[src/hw/wk_pkg.sv]
// How it works
// Range bit picks the timer step: 0 gives 100 ms, 1 gives 10 ms.
// Timeout equals the three-bit code plus one, times the selected step.
// Periodic bit set raises an interrupt pulse at every timer expiry.
// Amplitude check bit set requests an amplitude measurement at each expiry where no amplitude measurement is pending.
// Phase check bit set requests a phase measurement at each expiry where no phase measurement is pending.
// Amplitude threshold sits in config bits 7:4; larger difference raises an interrupt.
// Amplitude include bit decides whether an interrupting measurement enters the average.
// Two-bit weight code selects averaging weight 4, 8, 16 or 32.
// Amplitude source bit picks software reference (0) or running average (1).
// Eight-bit read-write amplitude reference register.
// Eight-bit read-only amplitude running average register.
// Eight-bit read-only amplitude result register.
// Phase threshold sits in config bits 7:4; larger difference raises an interrupt.
// Phase include bit decides whether an interrupting measurement enters the average.
// Phase source bit picks software reference (0) or running average (1).
// All configuration fields clear at reset and on the set-default command.
// Result and average registers clear at reset and on set-default.
// Eight-bit read-write phase reference register.
// Eight-bit read-only phase running average register.
// New average is old average plus difference divided by the weight.
// Timer restarts after every expiry while wake-up operation is enabled.
package wk_pkg;

   localparam logic [5:0] ADDR_TIMER_CTRL = 6'h31;
   localparam logic [5:0] ADDR_AMP_CFG    = 6'h32;
   localparam logic [5:0] ADDR_AMP_REF    = 6'h33;
   localparam logic [5:0] ADDR_AMP_AVG    = 6'h34;
   localparam logic [5:0] ADDR_AMP_RES    = 6'h35;
   localparam logic [5:0] ADDR_PH_CFG     = 6'h36;
   localparam logic [5:0] ADDR_PH_REF     = 6'h37;
   localparam logic [5:0] ADDR_PH_AVG     = 6'h38;
   localparam logic [5:0] ADDR_PH_RES     = 6'h39;

   // Field positions of the timer control and both check configurations
   localparam int TMR_RANGE_BIT    = 7;
   localparam int TMR_CODE_LSB     = 4;
   localparam int TMR_PERIODIC_BIT = 3;
   localparam int TMR_AMP_BIT      = 2;
   localparam int TMR_PH_BIT       = 1;
   localparam int CHK_THR_LSB      = 4;
   localparam int CHK_INCL_BIT     = 3;
   localparam int CHK_WGT_LSB      = 1;
   localparam int CHK_SRC_BIT      = 0;

   localparam logic [7:0] REG_RESET       = 8'h00;
   localparam logic [7:0] TMR_RSVD_MASK   = 8'hFE;
   localparam logic [2:0] WGT_SHIFT_BASE  = 3'h2;

   localparam int PRESC_W       = 23;
   localparam int CLK_HZ        = 40_000_000;
   localparam int STEP_LONG_MS  = 100;
   localparam int STEP_SHORT_MS = 10;
   localparam int STEP_LONG_CYC  = STEP_LONG_MS * (CLK_HZ / 1000);
   localparam int STEP_SHORT_CYC = STEP_SHORT_MS * (CLK_HZ / 1000);

   typedef struct packed {
      logic       range;
      logic [2:0] code;
      logic       periodic;
      logic       amp_chk;
      logic       ph_chk;
      logic       rsvd;
   } wk_tmr_cfg_s;

   typedef struct packed {
      logic [3:0] thr;
      logic       incl;
      logic [1:0] wgt;
      logic       src;
   } wk_chk_cfg_s;

   typedef struct packed {
      logic [7:0] ref_val;
      logic [7:0] avg;
      logic [7:0] result;
      logic       busy;
   } wk_chan_s;

   typedef struct packed {
      logic       done;
      logic [7:0] value;
   } wk_meas_s;

   typedef struct packed {
      wk_tmr_cfg_s          tmr;
      wk_chk_cfg_s          amp_cfg;
      wk_chk_cfg_s          ph_cfg;
      wk_chan_s             amp;
      wk_chan_s             ph;
      logic [PRESC_W-1:0]   presc;
      logic [2:0]           steps;
      logic [7:0]           rdata;
      logic                 amp_req;
      logic                 ph_req;
      logic                 irq_tmo;
      logic                 irq_amp;
      logic                 irq_ph;
   } wk_state_s;

endpackage

[src/hw/wk_wakeup_timer.sv]
// Added by the designer: the plain strobed port.
`timescale 1ns/1ps
`default_nettype none
module wk_wakeup_timer
   import wk_pkg::*;
#(
   parameter int unsigned STEP_LONG_CYC_P  = STEP_LONG_CYC,
   parameter int unsigned STEP_SHORT_CYC_P = STEP_SHORT_CYC
)
(
   input  wire logic       I_REF_CLK,         // 40 MHz clock
   input  wire logic       I_RSTN,            // Async reset, low
   input  wire logic [5:0] I_ADDR,            // Register address
   input  wire logic [7:0] I_WDATA,           // Write data
   input  wire logic       I_WR,              // Write strobe
   input  wire logic       I_RD,              // Read strobe
   output logic      [7:0] O_RDATA,           // Read data, cycle after read
   input  wire logic       I_WAKE_EN,         // Wake-up operation enable
   input  wire logic       I_SET_DEFAULT,     // Set-default command pulse
   input  wire logic       I_AMP_DONE,        // Amplitude result valid
   input  wire logic [7:0] I_AMP_VALUE,       // Amplitude result
   input  wire logic       I_PH_DONE,         // Phase result valid
   input  wire logic [7:0] I_PH_VALUE,        // Phase result
   output logic            O_AMP_MEAS_REQ,    // Start amplitude measurement
   output logic            O_PH_MEAS_REQ,     // Start phase measurement
   output logic            O_IRQ_TIMEOUT,     // Timer expiry interrupt
   output logic            O_IRQ_AMP,         // Amplitude deviation interrupt
   output logic            O_IRQ_PH           // Phase deviation interrupt
);

   localparam logic [PRESC_W-1:0] LONG_LAST  = PRESC_W'(STEP_LONG_CYC_P - 1);
   localparam logic [PRESC_W-1:0] SHORT_LAST = PRESC_W'(STEP_SHORT_CYC_P - 1);

   wk_state_s s;
   wk_state_s next_s;
   wk_meas_s  amp_in;
   wk_meas_s  ph_in;

   assign amp_in = '{done: I_AMP_DONE, value: I_AMP_VALUE};
   assign ph_in  = '{done: I_PH_DONE, value: I_PH_VALUE};

   // Absolute difference against the threshold, strictly greater
   function automatic logic chk_hit
   (
      input logic [7:0] meas,
      input logic [7:0] ref_val,
      input logic [3:0] thr
   );
      logic [7:0] diff;
      diff = (meas >= ref_val) ? (meas - ref_val) : (ref_val - meas);
      return diff > {4'h0, thr};
   endfunction

   // Average moves by the difference divided by 4, 8, 16 or 32
   function automatic logic [7:0] avg_next
   (
      input logic [7:0] avg,
      input logic [7:0] meas,
      input logic [1:0] wgt
   );
      logic signed [9:0] diff;
      logic signed [9:0] step;
      logic        [2:0] sh;
      logic        [9:0] sum;
      diff = $signed({2'h0, meas}) - $signed({2'h0, avg});
      sh   = {1'b0, wgt} + WGT_SHIFT_BASE;
      step = diff >>> sh;
      sum  = {2'h0, avg} + $unsigned(step);
      return sum[7:0];
   endfunction

   // Reference selected by the source bit
   function automatic logic chan_hit
   (
      input wk_chan_s    c,
      input wk_chk_cfg_s cfg,
      input logic [7:0]  meas
   );
      logic [7:0] ref_sel;
      ref_sel = cfg.src ? c.avg : c.ref_val;
      return chk_hit(meas, ref_sel, cfg.thr);
   endfunction

   // Store a finished measurement and update the running average
   function automatic wk_chan_s chan_take
   (
      input wk_chan_s    c,
      input wk_chk_cfg_s cfg,
      input logic [7:0]  meas,
      input logic        hit
   );
      wk_chan_s r;
      r        = c;
      r.result = meas;
      if (!hit || cfg.incl)
      begin
         r.avg = avg_next(c.avg, meas, cfg.wgt);
      end
      r.busy = 1'b0;
      return r;
   endfunction

   always_comb
   begin
      logic [PRESC_W-1:0] step_last;
      logic               expire;
      logic               restart;
      logic               wr_tmr;
      logic               amp_hit;
      logic               ph_hit;
      next_s  = s;
      step_last = s.tmr.range ? SHORT_LAST : LONG_LAST;
      expire  = 1'b0;
      amp_hit = 1'b0;
      ph_hit  = 1'b0;
      wr_tmr  = I_WR && (I_ADDR == ADDR_TIMER_CTRL);
      restart = wr_tmr || I_SET_DEFAULT;

      next_s.amp_req = 1'b0;
      next_s.ph_req  = 1'b0;
      next_s.irq_tmo = 1'b0;
      next_s.irq_amp = 1'b0;
      next_s.irq_ph  = 1'b0;

      // Wake-up timer; a new timer setting starts a fresh period
      if (!I_WAKE_EN || restart)
      begin
         next_s.presc = '0;
         next_s.steps = 3'h0;
      end
      else if (s.presc == step_last)
      begin
         next_s.presc = '0;
         if (s.steps == s.tmr.code)
         begin
            next_s.steps = 3'h0;
            expire       = 1'b1;
         end
         else
         begin
            next_s.steps = s.steps + 3'h1;
         end
      end
      else
      begin
         next_s.presc = s.presc + PRESC_W'(1);
      end

      // Actions at expiry
      if (expire)
      begin
         next_s.irq_tmo = s.tmr.periodic;
         if (s.tmr.amp_chk && !s.amp.busy)
         begin
            next_s.amp_req  = 1'b1;
            next_s.amp.busy = 1'b1;
         end
         if (s.tmr.ph_chk && !s.ph.busy)
         begin
            next_s.ph_req  = 1'b1;
            next_s.ph.busy = 1'b1;
         end
      end

      // Register writes; read-only views ignore writes
      if (I_WR)
      begin
         unique case (I_ADDR)
            ADDR_TIMER_CTRL:
            begin
               next_s.tmr = wk_tmr_cfg_s'(I_WDATA & TMR_RSVD_MASK);
            end
            ADDR_AMP_CFG:
            begin
               next_s.amp_cfg = wk_chk_cfg_s'(I_WDATA);
            end
            ADDR_AMP_REF:
            begin
               next_s.amp.ref_val = I_WDATA;
            end
            ADDR_PH_CFG:
            begin
               next_s.ph_cfg = wk_chk_cfg_s'(I_WDATA);
            end
            ADDR_PH_REF:
            begin
               next_s.ph.ref_val = I_WDATA;
            end
            default:
            begin
            end
         endcase
      end

      // Finished measurements, taken only while one is pending
      // Interrupt and averaging share one decision, made on the reference before any write this cycle
      if (amp_in.done && s.amp.busy)
      begin
         amp_hit        = chan_hit(s.amp, s.amp_cfg, amp_in.value);
         next_s.amp     = chan_take(next_s.amp, s.amp_cfg, amp_in.value, amp_hit);
         next_s.irq_amp = amp_hit;
      end
      if (ph_in.done && s.ph.busy)
      begin
         ph_hit        = chan_hit(s.ph, s.ph_cfg, ph_in.value);
         next_s.ph     = chan_take(next_s.ph, s.ph_cfg, ph_in.value, ph_hit);
         next_s.irq_ph = ph_hit;
      end

      // Read data stand one cycle, zero otherwise
      next_s.rdata = 8'h00;
      if (I_RD)
      begin
         unique case (I_ADDR)
            ADDR_TIMER_CTRL:
            begin
               next_s.rdata = s.tmr;
            end
            ADDR_AMP_CFG:
            begin
               next_s.rdata = s.amp_cfg;
            end
            ADDR_AMP_REF:
            begin
               next_s.rdata = s.amp.ref_val;
            end
            ADDR_AMP_AVG:
            begin
               next_s.rdata = s.amp.avg;
            end
            ADDR_AMP_RES:
            begin
               next_s.rdata = s.amp.result;
            end
            ADDR_PH_CFG:
            begin
               next_s.rdata = s.ph_cfg;
            end
            ADDR_PH_REF:
            begin
               next_s.rdata = s.ph.ref_val;
            end
            ADDR_PH_AVG:
            begin
               next_s.rdata = s.ph.avg;
            end
            ADDR_PH_RES:
            begin
               next_s.rdata = s.ph.result;
            end
            default:
            begin
               next_s.rdata = REG_RESET;
            end
         endcase
      end

      // Set-default clears everything it owns and drops pending work
      if (I_SET_DEFAULT)
      begin
         next_s.tmr     = wk_tmr_cfg_s'(REG_RESET);
         next_s.amp_cfg = wk_chk_cfg_s'(REG_RESET);
         next_s.ph_cfg  = wk_chk_cfg_s'(REG_RESET);
         next_s.amp     = '0;
         next_s.ph      = '0;
         next_s.amp_req = 1'b0;
         next_s.ph_req  = 1'b0;
         next_s.irq_tmo = 1'b0;
         next_s.irq_amp = 1'b0;
         next_s.irq_ph  = 1'b0;
      end
   end

   always_ff @(posedge I_REF_CLK or negedge I_RSTN)
   begin
      if (!I_RSTN)
      begin
         s <= '0;
      end
      else
      begin
         s <= next_s;
      end
   end

   assign O_RDATA        = s.rdata;
   assign O_AMP_MEAS_REQ = s.amp_req;
   assign O_PH_MEAS_REQ  = s.ph_req;
   assign O_IRQ_TIMEOUT  = s.irq_tmo;
   assign O_IRQ_AMP      = s.irq_amp;
   assign O_IRQ_PH       = s.irq_ph;

endmodule
`default_nettype wire
[config.mk]
export PLATFORM = sky130hd
export DESIGN_NAME = wk_wakeup_timer
export DESIGN_NICKNAME = d
export VERILOG_FILES = /design/src/hw/wk_pkg.sv /design/src/hw/wk_wakeup_timer.sv
export SDC_FILE = /design/constraint.sdc
export NUM_CORES = 1
export LEC_CHECK = 0
export BUFFER_PORTS_ARGS = -buffer_cell sky130_fd_sc_hd__buf_2
export CORE_ASPECT_RATIO = 0.7
export CORE_MARGIN = 8
export CORE_UTILIZATION = 45
export CTS_CLUSTER_DIAMETER = 60
export DETAILED_ROUTE_END_ITERATION = 10
export GPL_TIMING_DRIVEN = 0
export SLEW_MARGIN = 10
export SYNTH_ARGS = -nofsm -noshare
export SYNTH_HDL_FRONTEND = slang
export SYNTH_SLANG_ARGS = --single-unit
[constraint.sdc]
create_clock -name I_REF_CLK -period 4.9 [get_ports I_REF_CLK]
set_clock_uncertainty 0.1 [all_clocks]
set_input_delay 0.735 -clock I_REF_CLK [delete_from_list [all_inputs] [get_ports I_REF_CLK]]
set_output_delay 0.735 -clock I_REF_CLK [all_outputs]
set_load 0.02 [all_outputs]
==> results of run 1 <==
per-stage QoR:
stage                     setup WS [ns]  std cells
after floorplan                  0.1598        992
after global placement          -0.8163       1282
after detailed placement        -0.6566       1283
after CTS                       0.03709       1302
after global routing            0.01211       1318
final                            0.1759       1318
state kept, by name, indices dropped and copies added, names as in the netlist:
register        cells
s                  99
O_IRQ_AMP           1
O_IRQ_PH            1
O_PH_MEAS_REQ       1
O_IRQ_TIMEOUT       1
O_AMP_MEAS_REQ      1
O_RDATA             8
layout by cell type (no fill, tap or decap), drive strengths merged, types with 7 or more instances in the layout:
master,n
nor2,60
nor3,21
and2,11
inv,73
o21ai,40
a221oi,13
mux2i,24
or3,7
nor2b,11
xnor2,27
mux2,7
a211oi,12
a31oi,10
a222oi,9
nand2,109
ha,68
nand4,10
a21o,18
xor2,20
nand3,65
o21a,14
and3,8
a21oi,109
dfrtp,112
clkbuf,42
a22oi,7
buf,81
power breakdown:
part | switching, mW | internal [mW]
Sequential | 0.00222 | 0.925
Clock | 0.361 | 0.351
Combinational | 0.215 | 0.130
Total | 0.579 | 1.41
layout make-up:
type	instances	area, sq um	area share, %
diodes	2	5.005	0.05242
plain buffers	46	214.0	2.241
clock inverters	7	52.55	0.5504
clock buffers	9	225.2	2.359
well taps	242	302.8	3.171
repair buffers	68	424.2	4.442
multi-input cells	762	5254	55.03
flip-flops and latches	112	2808	29.41
inverters	70	262.8	2.752
per-layer routing:
layer / track usage (%) / part of all wire, %
met1: 31.26 / 51
met2: 30.52 / 41
met3: 5.083 / 7.3
met4: 4.446 / 1.3
met5: 0 / 0
worst paths after layout:
check                             from    end  slack (ns)  cells after the start
worst max register to register   s[89]  s[55]        0.18                     17
max in group asynchronous       I_RSTN  s[97]        3.81                      2
worst min register to register   s[16]  s[16]        0.39                      1
worst max-delay path             s[89]  s[55]        0.18                     17
worst min-delay path            I_RSTN  s[17]        0.17                      1
min in group I_REF_CLK           s[16]  s[16]        0.39                      1
what timing repair did:
item	4_1_cts	5_1_grt
endpoints found under the setup margin	16	16
hold buffers	0	0
endpoints found under the hold margin	0	0
pin swaps	1	11
buffers inserted	5	14
cloned	0	0
gates resized for setup	13	16
worst max-delay path, cell delays in order, from the launching register on:
cell	delay, ns
dfrtp_2	0.46
clkbuf_2	0.24
mux2i_4	0.30
inv_1	0.07
ha_2	0.38
and4_1	0.23
a211oi_2	0.06
o21a_2	0.28
or3_1	0.35
o31a_1	0.12
xor2_1	0.15
ha_1	0.31
o21a_1	0.11
o21ai_1	0.16
o21ai_1	0.14
o41a_1	0.53
or4_1	0.50
a21oi_1	0.16
cells in the mapped netlist, types with 11 or more instances:
cell	number
a211oi_1	12
a21o_1	18
a21oi_1	109
a221oi_1	12
and2_1	11
clkbuf_1	34
dfrtp_1	112
ha_1	68
inv_1	70
mux2i_1	24
nand2_1	109
nand3_1	65
nor2_1	59
nor2b_1	11
nor3_1	21
o21a_1	14
o21ai_0	38
xnor2_1	27
xor2_1	20
cells by family (layout without fill, tap and decap cells):
group,after synthesis,after routing,share of synthesized area [%]
compound gates,277,277,21.58
xor+xnor,47,47,4.886
fa+ha+maj,74,74,11.53
buf+inv,118,200,5.748
flops,112,112,33.27
mux,31,31,3.787
other cells,0,2,0
simple gates,333,333,19.20
==> impl_metrics.ini, run 1 <==
[clock_network]
cts-root-to-sink-buffers = 2
cts_inserted_buffers = 9
clkTransAtPathRegs_ns = 0.08
cts_tree = done
cts-htree-levels = 3
cts.root.buffer_cell = clkbuf_16
clock_latency_ns = 0.35
cts_sinks = 112

[final_layout]
nets = 1181
final_layout_size_suffix_gt1_share_pct = 12.94
area.growth.synth_to_final_pct = 13.34
fill_cells = 1829
utilization_pct = 51.32
postLayoutCellArea_sq_mm = 0.009548

[run]
max_cap_violations = 0

[synth]
synth_cell_types = 67
ffs_latches_synth = 112
synthesis.yosys.warnings = 0
syn-mean-instance-area_sq_um = 8.492
synthCells = 992
synth_edf_count = 0
yosys_most_used_dff = dfrtp_1
synth_nets = 1104
sequential_cell_area_fraction_in_the_yosys_report_pct = 33.27
syn_area_sq_mm = 0.008424
yosys_top_cell_area_share_pct = 33.27
asyncSetResetFlopFracSynth_pct = 100.0
synth.top_cells.by_area = dfrtp_1 (33%), ha_1 (10%), a21oi_1 (6.5%)
synth_top_cell_by_area = dfrtp_1

[worst_setup_path]
critPathArrivalTime_ns = 4.90
worstSetupEndpointType = register
timing.setup.critical_path_class = reg2reg
startpoint_type = register
critPathRequiredTime_ns = 5.07
cp_max_fo = 8

[placement]
postPlaceCellArea_sq_mm = 0.009009
place.port_buffers = 48
routabilityCongestion = 0.9257
hpwl_mm = 18.97

[floorplanning]
die_h_um = 130.5
floorplan.core_area_sq_mm = 0.01860
boundary_pin_count = 51
row_count = 42
initial_core_util_pct = 45.29
chipWidth_um = 179.5
floorplan.die_area_sq_mm = 0.02342

[timing]
holdWs_ns = 0.1717
max_freq_ghz = 0.2117
hold_violations = 0
final.min_clock_period_ns = 4.724
fin_tns_setup_ns = 0
layout_worst_path_cycle_share_pct = 96.41
maxSlewViolCount = 0
tightest_slew_ns = 1.180
rsz_0062_raised_after_global_routing = false
timing.max_slew.rel_slack_pct = 20.73
timing.final.setup_violations = 0

[global_route]
grt_pass1_vias = 7309
initial_antenna_violation_count = 2
grt_pass1_wl_mm = 39.66
global_route.usage.total_pct = 21.10
globalRoute.totalOverflow = 0
grt_start_max_net_pins = 76

[detailed_routing]
detail_route.wl_per_cell_um = 18.71
dr.first_iter.drc_count = 735
detail_route.drc_violations = 0
viasPerCell = 5.845
drtPass1Iterations = 5
postRouteWirelength_mm = 24.66
final_antenna_net_count = 0
via_count = 7704

[power]
max-vdd-ir-drop_mv = 0.1583
total_leakage_power_nw = 4.093
pwr_density_cell_mw_per_mm2 = 208.0
fin_total_pwr_mw = 1.986

[worst_hold_path]
worst_hold_class = in2async

[status]
status = finished, final reports clean
Note: power is estimated with default switching activity, not from simulation.
==> inputs of run 2 (changes only) <==
PLACE_DENSITY_LB_ADDON = 0.08   (was not set)
==> impl_metrics.ini, run 2 (same netlist as run 1, synthesis figures left out) <==
[clock_network]
holdBufCountCts = 0
cts-root-to-sink-buffers = 2
clock_latency_ns = 0.35
cts_sinks = 112
clkTransAtPathRegs_ns = 0.07
cts.root.buffer_cell = clkbuf_16
cts_tree = done
cts_inserted_buffers = 9
cts-htree-levels = 3

[worst_setup_path]
slowest_delay_ns = 0.57
path_depth = 16
critPathArrivalTime_ns = 4.89
critical-path-slowest-cell = dfrtp_2
cp_max_fo = 8
timing.setup.critical_path_class = reg2reg
timing.critical_path.cells = mux2i_2 > inv_1 > ha_2 > a211o_1 > a21o_1 > nor2_4 > mux2_2 > ha_1 > nor2b_1 > o21a_1 > o21a_1 > o21ai_2 > o21ai_2 > o41a_1 > or4_1 > a21oi_1
startpoint_type = register
critical_path_buf_inv_count = 1
worstSetupEndpointType = register
critPathRequiredTime_ns = 5.07
worst-r2r-cell-count = 16
worst_path_dominant_cell_family = compound AO/OA/AOI/OAI gates

[placement]
routabilityCongestion = 0.8936
postPlaceCellArea_sq_mm = 0.009009
placed_cells = 1283
place.port_buffers = 48
hpwl_mm = 19.46

[timing]
timing.final.setup_violations = 0
final.min_clock_period_ns = 4.725
hold_violations = 0
layout_worst_path_cycle_share_pct = 96.44
max_freq_ghz = 0.2116
fin_tns_setup_ns = 0
timing.max_slew.rel_slack_pct = 23.38
maxSlewViolCount = 0
tightest_slew_ns = 1.140

[global_route]
globalRoute.totalOverflow = 0
grt_start_max_net_pins = 65
grt_pass1_vias = 7180
initial_antenna_violation_count = 1
grt_pass1_wl_mm = 40.14
global_route.usage.total_pct = 21.40

[worst_hold_path]
worst_hold_class = in2async

[detailed_routing]
detail_route.drc_violations = 0
postRouteWirelength_mm = 25.10
drtPass1Iterations = 8
detail_route.wl_per_cell_um = 19.01
via_count = 7671
viasPerCell = 5.811
final_antenna_net_count = 0
dr.first_iter.drc_count = 764

[final_layout]
fill_cells = 1831
final_cell_mix = nand2_1 (109), a21oi_1 (107), dfrtp_1 (106)
largest_register_ff_count = 99
final_layout_size_suffix_gt1_share_pct = 13.83
postLayoutCellArea_sq_mm = 0.009603
final_common_cell = nand2_1
nets = 1184
final-instance-count-excl-fill = 1320
regMostFlops = s
area.growth.synth_to_final_pct = 13.99

[floorplanning]
initial_core_util_pct = 45.29
chipWidth_um = 179.5
floorplan.die_area_sq_mm = 0.02342
row_count = 42
boundary_pin_count = 51
floorplan.core_area_sq_mm = 0.01860
die_h_um = 130.5

[run]
max_cap_violations = 0

[power]
fin_total_pwr_mw = 1.977
total_leakage_power_nw = 4.113
pwr_density_cell_mw_per_mm2 = 205.9
max-vdd-ir-drop_mv = 0.1541

[status]
status = finished, final reports clean
-- run 2: cell count changes in the layout (fill, tap and decap cells not counted), sizes merged --
cell,delta
clkinvlp,+1
inv,-2
diode,-1
clkinv,-1
clkbuf,+1
buf,+4
-- run 2: metrics by stage --
stage	worst slack (ns)	util (%)	hold WS, ns
floorplan	0.1598	-	0.3394
global placement	-0.9245	48.20	0.3732
detailed placement	-0.6014	48.43	0.3721
CTS	0.02491	50.26	0.2296
global route	-0.03164	51.62	0.2442
finish	0.1746	51.62	0.2158
-- run 2: area by class of cell --
class                           count  area [sq um]  area share [%]
Timing Repair Buffer               71         439.2           4.573
Multi-Input combinational cell    762          5298           55.17
Clock inverter                      5         31.28          0.3257
Antenna cell                        1         2.502         0.02606
Tap cell                          242         302.8           3.153
Inverter                           70         262.8           2.736
Buffer                             46         214.0           2.228
Clock buffer                       11         242.7           2.528
Sequential cell                   112          2810           29.26
-- run 2: worst paths after layout --
path / startpoint / end / slack, ns
max in group asynchronous: I_RSTN / s[97] / 3.78
min reg2reg: s[16] / s[16] / 0.38
min: I_RSTN / s[19] / 0.22
max: s[97] / s[80] / 0.17
min in group I_REF_CLK: s[16] / s[16] / 0.38
max reg2reg: s[97] / s[80] / 0.17
-- run 2: worst reg2reg max path: cells and delay by family (launching register included) --
kind / cells / cell delay (ns)
flops: 1 / 0.57
simple gates: 3 / 0.79
mux: 2 / 0.67
buf+inv: 1 / 0.08
fa+ha+maj: 2 / 0.63
compound gates: 8 / 1.81
-- run 2: where the power goes --
part           switching [mW]  internal, mW  leakage, nW
clock                   0.337         0.359        0.136
sequential            0.00235         0.925         1.55
combinational           0.219         0.134         2.42
-- run 2: timing repair --
| item | 4_1_cts | 5_1_grt |
|---|---|---|
| buffers inserted | 3 | 19 |
| gates cloned | 0 | 0 |
| pin swaps | 1 | 13 |
| resized for setup | 15 | 25 |
| setup endpoints to repair | 16 | 10 |
-- run 2: layer usage --
layer  vias to the layer above  routed length, um  global-route usage (%)  share of wire, %
met3                        20               1730                   5.055               6.9
met1                      3667              13060                   32.70                52
li1                       3725                  -                       -                 -
met2                       259              10060                   30.21                40
met4                         0                245                   3.517              0.98
met5                         -                  0                       0                 0
